--- src/logic/otw_regs.svh ---
// Register offsets, field positions, reset values and timing counts
// Included by the bit engine, the wiper master and the testbench; definitions only
`ifndef OTW_REGS_SVH
`define OTW_REGS_SVH
`define OTW_ADDR_W 8
`define OTW_CTRL_OFS 8'h00
`define OTW_WDATA_OFS 8'h04
`define OTW_STATUS_OFS 8'h08
`define OTW_RDATA_OFS 8'h0C
`define OTW_CTRL_GO 0
`define OTW_CTRL_READ 1
`define OTW_CTRL_PROG 2
`define OTW_CTRL_ASEL 3
`define OTW_CTRL_HOLD 4
`define OTW_CTRL_STOP 5
`define OTW_ST_BUSY 0
`define OTW_ST_HOLD 1
`define OTW_ST_DONE 2
`define OTW_ST_NACK 3
`define OTW_ST_FATAL 4
`define OTW_ST_REFUSED 5
`define OTW_SLAVE_ADDR 6'h16
`define OTW_VAL_FATAL 2'h2
`define OTW_WIPER_RST 6'h00
`define OTW_CLK_PERIOD_NS 10
`define OTW_SCL_PERIOD_NS 10000
`define OTW_QUARTER_CYC ((`OTW_SCL_PERIOD_NS + 4 * `OTW_CLK_PERIOD_NS - 1) / (4 * `OTW_CLK_PERIOD_NS))
`endif

--- src/logic/otw_pkg.sv ---
// Types shared by the wiper master and its bit engine
// No timing or offsets here; those live in the register header
package otw_pkg;
  typedef enum logic [1:0] {
    OP_START = 2'b00,
    OP_STOP = 2'b01,
    OP_WRITE = 2'b10,
    OP_READ = 2'b11
  } otw_op_t;
  typedef enum logic [3:0] {
    ST_IDLE = 4'b0000,
    ST_START = 4'b0001,
    ST_ADDR = 4'b0010,
    ST_ADDR_ACK = 4'b0011,
    ST_INSTR = 4'b0100,
    ST_INSTR_ACK = 4'b0101,
    ST_DATA = 4'b0110,
    ST_DATA_ACK = 4'b0111,
    ST_RD_BYTE = 4'b1000,
    ST_RD_ACK = 4'b1001,
    ST_HOLD = 4'b1010,
    ST_STOP = 4'b1011
  } otw_state_t;
endpackage

--- src/logic/otw_bit_if.sv ---
// Request and answer between the byte sequencer and the bit engine
// Both ends run on the same clock; one request outstanding at a time
`timescale 1ns/10ps
interface otw_bit_if;
  import otw_pkg::*;
  logic req;
  otw_op_t cmd;
  logic txBit;
  logic done;
  logic rxBit;
  modport master(output req, output cmd, output txBit, input done, input rxBit);
  modport engine(input req, input cmd, input txBit, output done, output rxBit);
endinterface

--- src/logic/otw_sync.sv ---
// Two-flop synchroniser, one lane per bit, with a chosen reset value
// Inputs may come from any domain; output is on clk
`timescale 1ns/10ps
module otw_sync #(
  parameter int W = 1,
  parameter logic [W-1:0] INIT = '0
)(
  input logic clk, // Sampling clock
  input logic rstB, // Asynchronous reset, active low
  input logic [W-1:0] d, // Asynchronous levels
  output logic [W-1:0] q // Synchronised levels
);
  logic [W-1:0] metaReg;
  always_ff @(posedge clk or negedge rstB)
  begin
    if (!rstB)
    begin
      metaReg <= INIT;
      q <= INIT;
    end
    else
    begin
      metaReg <= d;
      q <= metaReg;
    end
  end
endmodule

--- src/logic/otw_bit_engine.sv ---
// Bit engine: start, stop and single bit slots on open-drain pins
// Assumes synchronised pin levels and requests only while idle
`timescale 1ns/10ps
`include "otw_regs.svh"
module otw_bit_engine
  import otw_pkg::*;
#(
  parameter int QUARTER_CYC = `OTW_QUARTER_CYC
)(
  input logic clk, // System clock
  input logic rstB, // Synchronised reset, active low
  otw_bit_if.engine bus, // Bit request and answer
  input logic sclLevel, // Synchronised clock pin level
  input logic sdaLevel, // Synchronised data pin level
  output logic sclOe, // High pulls clock low
  output logic sdaOe // High pulls data low
);
  logic busyReg;
  otw_op_t opReg;
  logic txReg;
  logic [1:0] phaseReg;
  logic [15:0] cntReg;
  logic sdaHigh;
  logic sclHigh;
  logic tick;
  // Pin levels per quarter of a slot
  always_comb
  begin
    sdaHigh = txReg;
    sclHigh = phaseReg[0] ^ phaseReg[1];
    unique case (opReg)
      OP_START: sdaHigh = !phaseReg[1];
      OP_STOP:
      begin
        sdaHigh = phaseReg[1];
        sclHigh = (phaseReg != 2'h0);
      end
      OP_WRITE, OP_READ: sdaHigh = txReg;
    endcase
  end
  assign tick = busyReg && (cntReg == 16'(QUARTER_CYC - 1));
  // Quarter timer, kept at zero while a slave stretches the clock
  always_ff @(posedge clk or negedge rstB)
  begin
    if (!rstB)
      cntReg <= 16'h0000;
    else if (!busyReg || tick || (sclHigh && !sclLevel))
      cntReg <= 16'h0000;
    else
      cntReg <= cntReg + 16'h0001;
  end
  always_ff @(posedge clk or negedge rstB)
  begin
    if (!rstB)
    begin
      busyReg <= 1'b0;
      opReg <= OP_STOP;
      txReg <= 1'b1;
      phaseReg <= 2'h0;
      bus.done <= 1'b0;
      bus.rxBit <= 1'b1;
    end
    else
    begin
      bus.done <= tick && (phaseReg == 2'h3);
      if (!busyReg && bus.req)
      begin
        busyReg <= 1'b1;
        opReg <= bus.cmd;
        txReg <= (bus.cmd == OP_READ) ? 1'b1 : bus.txBit;
        phaseReg <= 2'h0;
      end
      else if (tick)
      begin
        phaseReg <= phaseReg + 2'h1;
        if (phaseReg == 2'h3)
          busyReg <= 1'b0;
      end
      // Sample data late in the high half
      if (tick && (phaseReg == 2'h2))
        bus.rxBit <= sdaLevel;
    end
  end
  // data bits move only with clock low; start and stop move data with clock high
  always_ff @(posedge clk or negedge rstB)
  begin
    if (!rstB)
    begin
      sclOe <= 1'b0;
      sdaOe <= 1'b0;
    end
    else if (busyReg)
    begin
      sclOe <= !sclHigh;
      sdaOe <= !sdaHigh;
    end
  end
endmodule

--- src/logic/otw_wiper_master.sv ---
// Two-wire master for a one-time-programmable wiper, with APB registers
// Assumes pulled-up open-drain pins; APB master on the same clock
`timescale 1ns/10ps
`include "otw_regs.svh"
module otw_wiper_master
  import otw_pkg::*;
#(
  parameter int QUARTER_CYC = `OTW_QUARTER_CYC
)(
  input logic clk, // System clock, 100 MHz
  input logic rst_b, // Asynchronous reset, active low
  input logic psel, // APB select
  input logic penable, // APB access phase
  input logic pwrite, // APB direction, high writes
  input logic [`OTW_ADDR_W-1:0] paddr, // APB byte address
  input logic [31:0] pwdata, // APB write data
  output logic [31:0] prdata, // APB read data
  output logic pready, // APB ready
  output logic pslverr, // APB error on unmapped address
  input logic sclIn, // Clock pin level
  output logic sclOut, // Clock pin drive value, always low
  output logic sclOe, // Clock pin pulled low when high
  input logic sdaIn, // Data pin level
  output logic sdaOut, // Data pin drive value, always low
  output logic sdaOe // Data pin pulled low when high
);
  logic rstB;
  logic [1:0] pinLevel;
  otw_state_t stateReg;
  logic [7:0] shReg, rdataReg;
  logic [2:0] bitCnt;
  logic pendReg, readSelReg, progReg, addrSelReg, holdReg;
  logic [5:0] wiperReg;
  logic fatalReg, doneFlag, nackFlag, refusedFlag;
  logic [31:0] readMux;
  logic addrHit, setupPhase, wrAcc, ctrlWr, statWr;
  logic goReq, stopReq, progBlocked, startOk, opDone;
  otw_bit_if bus();
  otw_sync #(.W(1), .INIT(1'b0)) u_rst_sync (
    .clk(clk),
    .rstB(rst_b),
    .d(1'b1),
    .q(rstB)
  );
  otw_sync #(.W(2), .INIT(2'b11)) u_pin_sync (
    .clk(clk),
    .rstB(rstB),
    .d({sclIn, sdaIn}),
    .q(pinLevel)
  );
  otw_bit_engine #(.QUARTER_CYC(QUARTER_CYC)) u_engine (
    .clk(clk),
    .rstB(rstB),
    .bus(bus),
    .sclLevel(pinLevel[1]),
    .sdaLevel(pinLevel[0]),
    .sclOe(sclOe),
    .sdaOe(sdaOe)
  );
  assign setupPhase = psel && !penable;
  assign wrAcc = psel && penable && pwrite && pready;
  assign addrHit = (paddr == `OTW_CTRL_OFS) || (paddr == `OTW_WDATA_OFS) ||
    (paddr == `OTW_STATUS_OFS) || (paddr == `OTW_RDATA_OFS);
  assign ctrlWr = wrAcc && (paddr == `OTW_CTRL_OFS);
  assign statWr = wrAcc && (paddr == `OTW_STATUS_OFS);
  assign goReq = ctrlWr && pwdata[`OTW_CTRL_GO];
  assign stopReq = ctrlWr && pwdata[`OTW_CTRL_STOP];
  // no programming after a fatal report
  assign progBlocked = fatalReg && pwdata[`OTW_CTRL_PROG] && !pwdata[`OTW_CTRL_READ];
  assign startOk = (stateReg == ST_IDLE) && goReq && !progBlocked;
  assign opDone = bus.done;

  always_comb
  begin
    readMux = 32'h00000000;
    if (paddr == `OTW_CTRL_OFS)
    begin
      readMux[`OTW_CTRL_READ] = readSelReg;
      readMux[`OTW_CTRL_PROG] = progReg;
      readMux[`OTW_CTRL_ASEL] = addrSelReg;
      readMux[`OTW_CTRL_HOLD] = holdReg;
    end
    else if (paddr == `OTW_WDATA_OFS)
      readMux[5:0] = wiperReg;
    else if (paddr == `OTW_STATUS_OFS)
    begin
      readMux[`OTW_ST_BUSY] = (stateReg != ST_IDLE);
      readMux[`OTW_ST_HOLD] = (stateReg == ST_HOLD);
      readMux[`OTW_ST_DONE] = doneFlag;
      readMux[`OTW_ST_NACK] = nackFlag;
      readMux[`OTW_ST_FATAL] = fatalReg;
      readMux[`OTW_ST_REFUSED] = refusedFlag;
    end
    else if (paddr == `OTW_RDATA_OFS)
      readMux[7:0] = rdataReg;
  end

  // Zero-wait slave: answer in the access phase
  always_ff @(posedge clk or negedge rstB)
  begin
    if (!rstB)
    begin
      pready <= 1'b0;
      pslverr <= 1'b0;
      prdata <= 32'h00000000;
      sclOut <= 1'b0;
      sdaOut <= 1'b0;
    end
    else
    begin
      // Open-drain pins only ever drive low
      sclOut <= 1'b0;
      sdaOut <= 1'b0;
      pready <= setupPhase;
      pslverr <= setupPhase && !addrHit;
      if (setupPhase && !pwrite)
        prdata <= readMux;
    end
  end

  // Transfer settings; frozen while a transfer runs, except the hold bit in the hold state
  always_ff @(posedge clk or negedge rstB)
  begin
    if (!rstB)
    begin
      readSelReg <= 1'b0;
      progReg <= 1'b0;
      addrSelReg <= 1'b0;
      holdReg <= 1'b0;
    end
    else if (ctrlWr && (stateReg == ST_IDLE))
    begin
      readSelReg <= pwdata[`OTW_CTRL_READ];
      progReg <= pwdata[`OTW_CTRL_PROG];
      addrSelReg <= pwdata[`OTW_CTRL_ASEL];
      holdReg <= pwdata[`OTW_CTRL_HOLD] && !pwdata[`OTW_CTRL_STOP];
    end
    else if (ctrlWr && (stateReg == ST_HOLD))
      holdReg <= pwdata[`OTW_CTRL_HOLD] && !pwdata[`OTW_CTRL_STOP];
  end

  always_ff @(posedge clk or negedge rstB)
  begin
    if (!rstB)
      wiperReg <= `OTW_WIPER_RST;
    else if (wrAcc && (paddr == `OTW_WDATA_OFS))
      wiperReg <= pwdata[5:0];
  end

  // One bit-engine request per slot: start, stop or a single bit
  always_comb
  begin
    bus.req = !pendReg && (stateReg != ST_IDLE) && (stateReg != ST_HOLD);
    bus.cmd = OP_WRITE;
    bus.txBit = shReg[7];
    unique case (stateReg)
      ST_START: bus.cmd = OP_START;
      ST_STOP: bus.cmd = OP_STOP;
      ST_ADDR_ACK, ST_INSTR_ACK, ST_DATA_ACK, ST_RD_BYTE: bus.cmd = OP_READ;
      // acknowledge only to continue, else not-acknowledge
      ST_RD_ACK: bus.txBit = !holdReg;
      default: bus.cmd = OP_WRITE;
    endcase
  end

  always_ff @(posedge clk or negedge rstB)
  begin
    if (!rstB)
      pendReg <= 1'b0;
    else if (bus.req)
      pendReg <= 1'b1;
    else if (opDone)
      pendReg <= 1'b0;
  end

  // Byte sequencer
  always_ff @(posedge clk or negedge rstB)
  begin
    if (!rstB)
    begin
      stateReg <= ST_IDLE;
      shReg <= 8'h00;
      bitCnt <= 3'h7;
    end
    else
    begin
      unique case (stateReg)
        ST_IDLE:
          if (startOk)
            stateReg <= ST_START;
        ST_START:
          if (opDone)
          begin
            shReg <= {`OTW_SLAVE_ADDR, addrSelReg, readSelReg};
            bitCnt <= 3'h7;
            stateReg <= ST_ADDR;
          end
        ST_ADDR, ST_INSTR, ST_DATA:
          if (opDone)
          begin
            shReg <= {shReg[6:0], 1'b0};
            bitCnt <= bitCnt - 3'h1;
            if (bitCnt == 3'h0)
              stateReg <= otw_state_t'(stateReg + 4'h1);
          end
        ST_ADDR_ACK:
          if (opDone)
          begin
            bitCnt <= 3'h7;
            if (bus.rxBit)
              stateReg <= ST_STOP;
            // read goes straight to the data byte
            else if (readSelReg)
              stateReg <= ST_RD_BYTE;
            else
            begin
              // instruction byte with programming bit on top
              shReg <= {progReg, 7'h00};
              stateReg <= ST_INSTR;
            end
          end
        ST_INSTR_ACK:
          if (opDone)
          begin
            // two spare bits above the wiper code
            shReg <= {2'b00, wiperReg};
            bitCnt <= 3'h7;
            stateReg <= bus.rxBit ? ST_STOP : ST_DATA;
          end
        // release data after the last acknowledge
        ST_DATA_ACK:
          if (opDone)
            stateReg <= (!bus.rxBit && holdReg) ? ST_HOLD : ST_STOP;
        ST_RD_BYTE:
          if (opDone)
          begin
            shReg <= {shReg[6:0], bus.rxBit};
            bitCnt <= bitCnt - 3'h1;
            if (bitCnt == 3'h0)
              stateReg <= ST_RD_ACK;
          end
        ST_RD_ACK:
          if (opDone)
            stateReg <= holdReg ? ST_HOLD : ST_STOP;
        ST_HOLD:
          if (goReq || stopReq)
          begin
            bitCnt <= 3'h7;
            shReg <= {2'b00, wiperReg};
            if (readSelReg)
              stateReg <= ST_RD_BYTE;
            else
              stateReg <= goReq ? ST_DATA : ST_STOP;
          end
        ST_STOP:
          if (opDone)
            stateReg <= ST_IDLE;
        default: stateReg <= ST_IDLE;
      endcase
    end
  end

  // Read byte capture and fatal latch
  always_ff @(posedge clk or negedge rstB)
  begin
    if (!rstB)
    begin
      rdataReg <= 8'h00;
      fatalReg <= 1'b0;
    end
    else if ((stateReg == ST_RD_BYTE) && opDone && (bitCnt == 3'h0))
    begin
      rdataReg <= {shReg[6:0], bus.rxBit};
      if (shReg[6:5] == `OTW_VAL_FATAL)
        fatalReg <= 1'b1;
    end
  end

  // Sticky flags, write one to clear, set wins
  always_ff @(posedge clk or negedge rstB)
  begin
    if (!rstB)
    begin
      doneFlag <= 1'b0;
      nackFlag <= 1'b0;
      refusedFlag <= 1'b0;
    end
    else
    begin
      doneFlag <= ((stateReg == ST_STOP) && opDone) ||
        (doneFlag && !(statWr && pwdata[`OTW_ST_DONE]));
      nackFlag <= ((stateReg inside {ST_ADDR_ACK, ST_INSTR_ACK, ST_DATA_ACK}) &&
        opDone && bus.rxBit) || (nackFlag && !(statWr && pwdata[`OTW_ST_NACK]));
      refusedFlag <= ((stateReg == ST_IDLE) && goReq && progBlocked) ||
        (refusedFlag && !(statWr && pwdata[`OTW_ST_REFUSED]));
    end
  end
endmodule

--- config.mk ---
export PLATFORM = sky130hd
export DESIGN_NAME = otw_wiper_master
export DESIGN_NICKNAME = d
export VERILOG_FILES = /design/src/logic/otw_pkg.sv /design/src/logic/otw_bit_if.sv /design/src/logic/otw_sync.sv /design/src/logic/otw_bit_engine.sv /design/src/logic/otw_wiper_master.sv
export VERILOG_INCLUDE_DIRS = /design/src /design/src/logic
export SDC_FILE = /design/constraint.sdc
export NUM_CORES = 1
export LEC_CHECK = 0
export ABC_AREA = 0
export BUFFER_PORTS_ARGS = -buffer_cell sky130_fd_sc_hd__buf_2
export CAP_MARGIN = 20
export CORE_UTILIZATION = 35
export DETAILED_ROUTE_END_ITERATION = 6
export HOLD_SLACK_MARGIN = 0.08
export PLACE_DENSITY = 0.67
export SKIP_LAST_GASP = 1
export SYNTH_ARGS = -nofsm -noshare
export SYNTH_HDL_FRONTEND = slang
export SYNTH_SLANG_ARGS = --single-unit
export TNS_END_PERCENT = 50
--- constraint.sdc ---
create_clock -name clk -period 2.43 [get_ports clk]
set_input_delay 0 -clock clk [delete_from_list [all_inputs] [get_ports clk]]
set_output_delay 0 -clock clk [all_outputs]
set_load 0.05 [all_outputs]
# Word level (Yosys, flattened, before mapping)
# Cells that the tools add are included.
# word_totals
latchBits,0
in_bits,47
out_inout_bits,38
rom_bits,0
ff_bits,80
ramBits,0
wordCells,217
n_memories,0
# op_classes
muxes,56
n_bitwise,1
eq_ne,39
reduce_logical,87
n_addsub,4
n_div,0
order_cmp,0
n_mul,0
n_shift,0
# op_table
operator,count
4-bit 2-to-1 mux,18
8-bit 2-to-1 mux,9
8-bit one-hot mux with 6 select lines,1
4-bit one-hot mux with 10 select lines,1
1-bit logical AND,38
"2-bit by 1-bit != test with 1-bit output, second input constant",11
1-bit logical NOT,17
"16-bit by 1-bit adder with 16-bit output, second input constant",1
"16-bit by 8-bit equality test with 1-bit output, second input constant",1
"4-bit by 3-bit equality test with 1-bit output, second input constant",4
"4-bit equality test, second input constant",4
"8-bit by 4-bit equality test with 1-bit output, second input constant",2
16-bit 2-to-1 mux,1
1-bit 2-to-1 mux,13
"2-bit equality test, second input constant",6
3-bit 2-to-1 mux,4
6-bit 2-to-1 mux,2
12-bit AND reduction,1
"2-bit != test, second input constant",5
2-bit nonzero test,5
1-bit logical OR,9
3-bit one-hot mux with 3 select lines,1
9-bit AND reduction,1
"4-bit by 2-bit equality test with 1-bit output, second input constant",2
23 further kinds,30

# Logic depth before layout (Yosys ltp)
# logic_depth
ltp_word,9
mapped_depth,9
mapped_depth_nobuf,7

# Cells and area by module
# From an unflattened synthesis, not the netlist that was laid out.
# hier_totals
hier_cells,426
area_unflattened_um2,4389.2
# by_module_without_submodules
mod,seq_area_each_um2,area_per_inst_um2,n_inst,cells_each
otw_wiper_master,1204.9,2881.5,1,294
otw_bit_engine,654.4,1352.5,1,126
otw_sync (u_pin_sync),105.1,105.1,1,4
otw_sync (u_rst_sync),50.0,50.0,1,2

# Worst setup path after synthesis
# OpenSTA, ideal clock, no wires.
# synth_timing
path_type,flip-flop to flip-flop
startpoint,register stateReg[0]
endpoint,register shReg[2]
path_buffers,1
setup_time_ns,0.125
stages_incl_launch_ff,9
setup_slack_ns,0.271
t_required_ns,2.305
arrival_time_ns,2.035
synth_period_minus_slack_ns,2.159
path_cell_list,dfrtp_1 -> inv_1 -> ha_1 -> clkbuf_1 -> a211oi_1 -> o22ai_1 -> mux2i_1 -> nor3_4 -> mux2_2
# synth_via
elab_chain_cells,4
elab_cells_between_ends,20
classes_between,eq/ne (16); mux (1); reduce/logical (3)
# synth_rtl
element,line,text
from (decl),otw_wiper_master.sv:29,otw_state_t stateReg;
from (signal assigned),otw_wiper_master.sv:204,stateReg <= otw_state_t'(stateReg + 4'h1);
from (signal assigned),otw_wiper_master.sv:228,stateReg <= bus.rxBit ? ST_STOP : ST_DATA;
from (signal assigned),otw_wiper_master.sv:233,stateReg <= (!bus.rxBit && holdReg) ? ST_HOLD : ST_STOP;
4-bit by 2-bit equality test with 1-bit output or 4-bit by 3-bit equality test with 1-bit output (tied branches),otw_wiper_master.sv:187,unique case (stateReg)
3-bit OR reduction,otw_wiper_master.sv:187,
6-bit nonzero test (no line) or 2-bit by 1-bit != test with 1-bit output (tied branches),-,
9-bit AND reduction (no line),-,
to (signal assigned),otw_wiper_master.sv:194,"shReg <= {`OTW_SLAVE_ADDR, addrSelReg, readSelReg};"
to (signal assigned),otw_wiper_master.sv:201,"shReg <= {shReg[6:0], 1'b0};"
to (signal assigned),otw_wiper_master.sv:218,"shReg <= {progReg, 7'h00};"
to (decl),otw_wiper_master.sv:30,"logic [7:0] shReg, rdataReg;"
# Parallel ways exist; a longest one is shown, timed or not.
# A chain may end at the register's enable or synchronous reset.

# Final worst setup path
# layout_timing
startpoint,register stateReg[0]
endpoint,register shReg[7]
# Same word-level chain as after synthesis.

==> results.toml <==
[detailed_routing]
ant_nets = 0
drc = 0
first_pass_iters = 4
routed-via-count = 3122
via_per_inst = 4.893
wl_per_cell_um = 14.04
wl_um = 8955
first_iter_violations = 149

[yosys]
ys.flop_type = "dfrtp_1"
synth_fa_ha_area_share_pct = 3.171
yosys.area.top_type_share_pct = 40.36
synth_top_cell_by_area = "dfrtp_1"
synthTopCellsByArea = "dfrtp_1 (40%), mux2_2 (7.5%), dfstp_2 (6.1%)"
synthMuxAreaShare_pct = 11.44
synth_cell_types = 58
synth_most_common_cell = "dfrtp_1"
synth_commonest_cells = "dfrtp_1 (70), nor2_1 (40), nand2_1 (31)"
netlist_instances = 419
synth-edff-count = 0
synth_compound_area_share_pct = 11.04
synth-seq-area-share_pct = 46.41
synth_top_family_by_area = "simple AND/OR/NAND/NOR gates"
yosysWarningCount = 0
syn_area_um2 = 4340
ys_async_sr_fraction_pct = 100.0
synth_xor_xnor_area_share_pct = 3.229
synth_area_per_cell_um2 = 10.36
synth_seq_cells = 80
synth-simple-area-share_pct = 15.91

[clock_tree]
cts_tree = "built"
clockBufferDepth = 2
clk_pin_slew_ns = 0.06
cts_num_sinks = 80
post-cts-setup-buffer-count = 0
htreeDepth = 3
worstSkewPairLatency_ns = 0.34
clockRootBuffer = "clkbuf_16"
numCtsBuffers = 9

[worst_setup_path]
cp-start-kind = "flop"
cp.required_ns = 2.65
worstSetupEndpointType = "flop"
critPathKind = "flop to flop"
arrival_ns = 2.51
worstPathMaxFanout = 10

[timing]
timing.setup.tns_ns = 0
relSlewSlack_pct = 50.61
fmax_mhz = 437.3
slew_viol_final = 0
hold_violations = 0
hold_ws_ns = 0.08344
finalSetupViolCount = 0
rsz0062_at_grt = "false"
fin_crit_sh_pct = 94.10
finClkSkew_ns = 0.005916
period_minus_slack_ns = 2.287
worst_pin_slew_ns = 0.7331
fin_ws_ns = 0.1434

[job]
drv_cap = 0

[outcome]
status = "finished clean"

[power_and_ir_drop]
p_per_area_nw_per_um2 = 579.1
worst_ir_drop_vdd_mv = 0.4340
p_total_mw = 2.934
leakagePower_nw = 2.353

[die]
initial_core_util_pct = 35.99
ios = 85
die_w_um = 113.4
die_area_um2 = 12850
die_h_um = 113.4
rows = 40
core_area_um2 = 12060

[place]
place_ws_ns = 0.08035
place.detailed.hpwl_um = 6224
place_congestion = 0.8380
io_buffers = 32

[cells_and_area]
insertedDiodeCount = 0
layout.nets = 523
utilization_pct = 42.00
ff_latch_area_um2 = 2018
area_delta_synth_final_pct = 16.72
final_layout_size_suffix_gt1_share_pct = 24.26
multi_input_area_um2 = 2051
fillers = 1148

[global_routing]
antenna_found_initial = 0
grt_pass1_wl_um = 15320
grt_max_degree = 79
grt_pass1_vias = 3081
overflow = 0
grtUsageTotal_pct = 15.23

[min_path]
hold_class = "primary input to flop"
==> routing by layer <==
metal / GRT usage [%] / vias to the layer above / share of wire [%]
met5: 0 / - / 0
met4: 5.702 / 0 / 1.3
met3: 3.214 / 10 / 3.7
met2: 25.56 / 80 / 49
met1: 19.32 / 1515 / 46
li1: - / 1517 / -
==> per-stage QoR <==
step / instance area, µm² / std cells
2_1_floorplan: 4434 / 444
3_3_place_gp: 4616 / 609
3_5_place_dp: 4616 / 609
4_1_cts: 5054 / 637
5_1_grt: 5066 / 638
6_report: 5066 / 638
==> registers in the layout (all words and copies together) (netlist names), 2 cells and up <==
register,flops
stateReg,4
u_engine.phaseReg,2
prdata,8
u_engine.opReg,2
u_pin_sync.metaReg,2
u_pin_sync.q,2
rdataReg,8
wiperReg,6
u_engine.cntReg,16
shReg,8
bitCnt,3
==> power breakdown <==
part	internal [mW]	switching (mW)	total (mW)
Combinational	0.0378	0.147	0.185
Clock	0.879	0.524	1.40
Sequential	1.34	0.00263	1.35
Total	2.26	0.674	2.93
==> cell type report <==
type                    count  share of cell area (%)
clock buffers              12                   5.261
inverters                  21                   1.556
clock inverters             4                   1.013
multi-input cells         296                   40.48
well taps                 168                   4.149
repair buffers             57                   7.706
flip-flops and latches     80                   39.84
==> logic make-up after synthesis <==
logic type	Yosys count
DFF	80
muxes	41
buffers and inverters	68
xor gates and xnor gates	16
and+or+nand+nor	132
other	2
AOI/OAI and AO/OA	69
adders and majority gates	11
==> placed cells by master, fill, tap and decap left out, types with 4 or more instances in the layout <==
cell type	Yosys	layout
dfrtp_1	70	69
nor2_1	40	40
buf_2	5	32
nand2_1	31	31
mux2_2	29	29
conb_1	2	27
inv_1	21	21
o21ai_0	17	17
a21oi_1	12	12
nand3_1	12	12
dlygate4sd3_1	0	12
buf_4	26	12
ha_1	11	11
xor2_1	10	10
dfstp_2	10	10
clkbuf_16	0	9
mux2i_1	8	8
nor3_1	7	7
xnor2_1	6	6
nor2b_1	6	6
and4_1	5	5
and2_1	5	5
nand4_1	5	5
a22oi_1	5	5
a22o_1	5	5
o211ai_1	4	4
mux4_2	4	4
==> final timing paths <==
| check | slack [ns] | from | end | cells past startpoint |
|---|---|---|---|---|
| worst min-delay path | 0.08 | paddr[3] | refusedFlag | 2 |
| worst max-delay path | 0.14 | stateReg[0] | shReg[7] | 7 |
| worst min register to register | 0.31 | u_rst_sync.q | u_engine.cntReg[4] | 1 |
| max in group asynchronous | 1.75 | u_rst_sync.q | bitCnt[0] | 1 |
| worst max register to register | 0.14 | stateReg[0] | shReg[7] | 7 |
| min in group asynchronous | 0.31 | u_rst_sync.q | u_engine.cntReg[4] | 1 |
==> timing repair <==
action,in CTS,in global routing
hold buffers,12,0
setup endpoints to repair,0,7
hold endpoints to repair,19,0
resized for setup,0,1
==> worst max-delay path: stages, from the launching register on <==
cell and delay (ns):
dfrtp_1 0.41, inv_1 0.10, ha_1 0.33, a211oi_2 0.33, o22ai_1 0.13, mux2i_1 0.17
nor3_4 0.32, mux2_2 0.38
No activity file was read; power rests on OpenSTA's default activity.
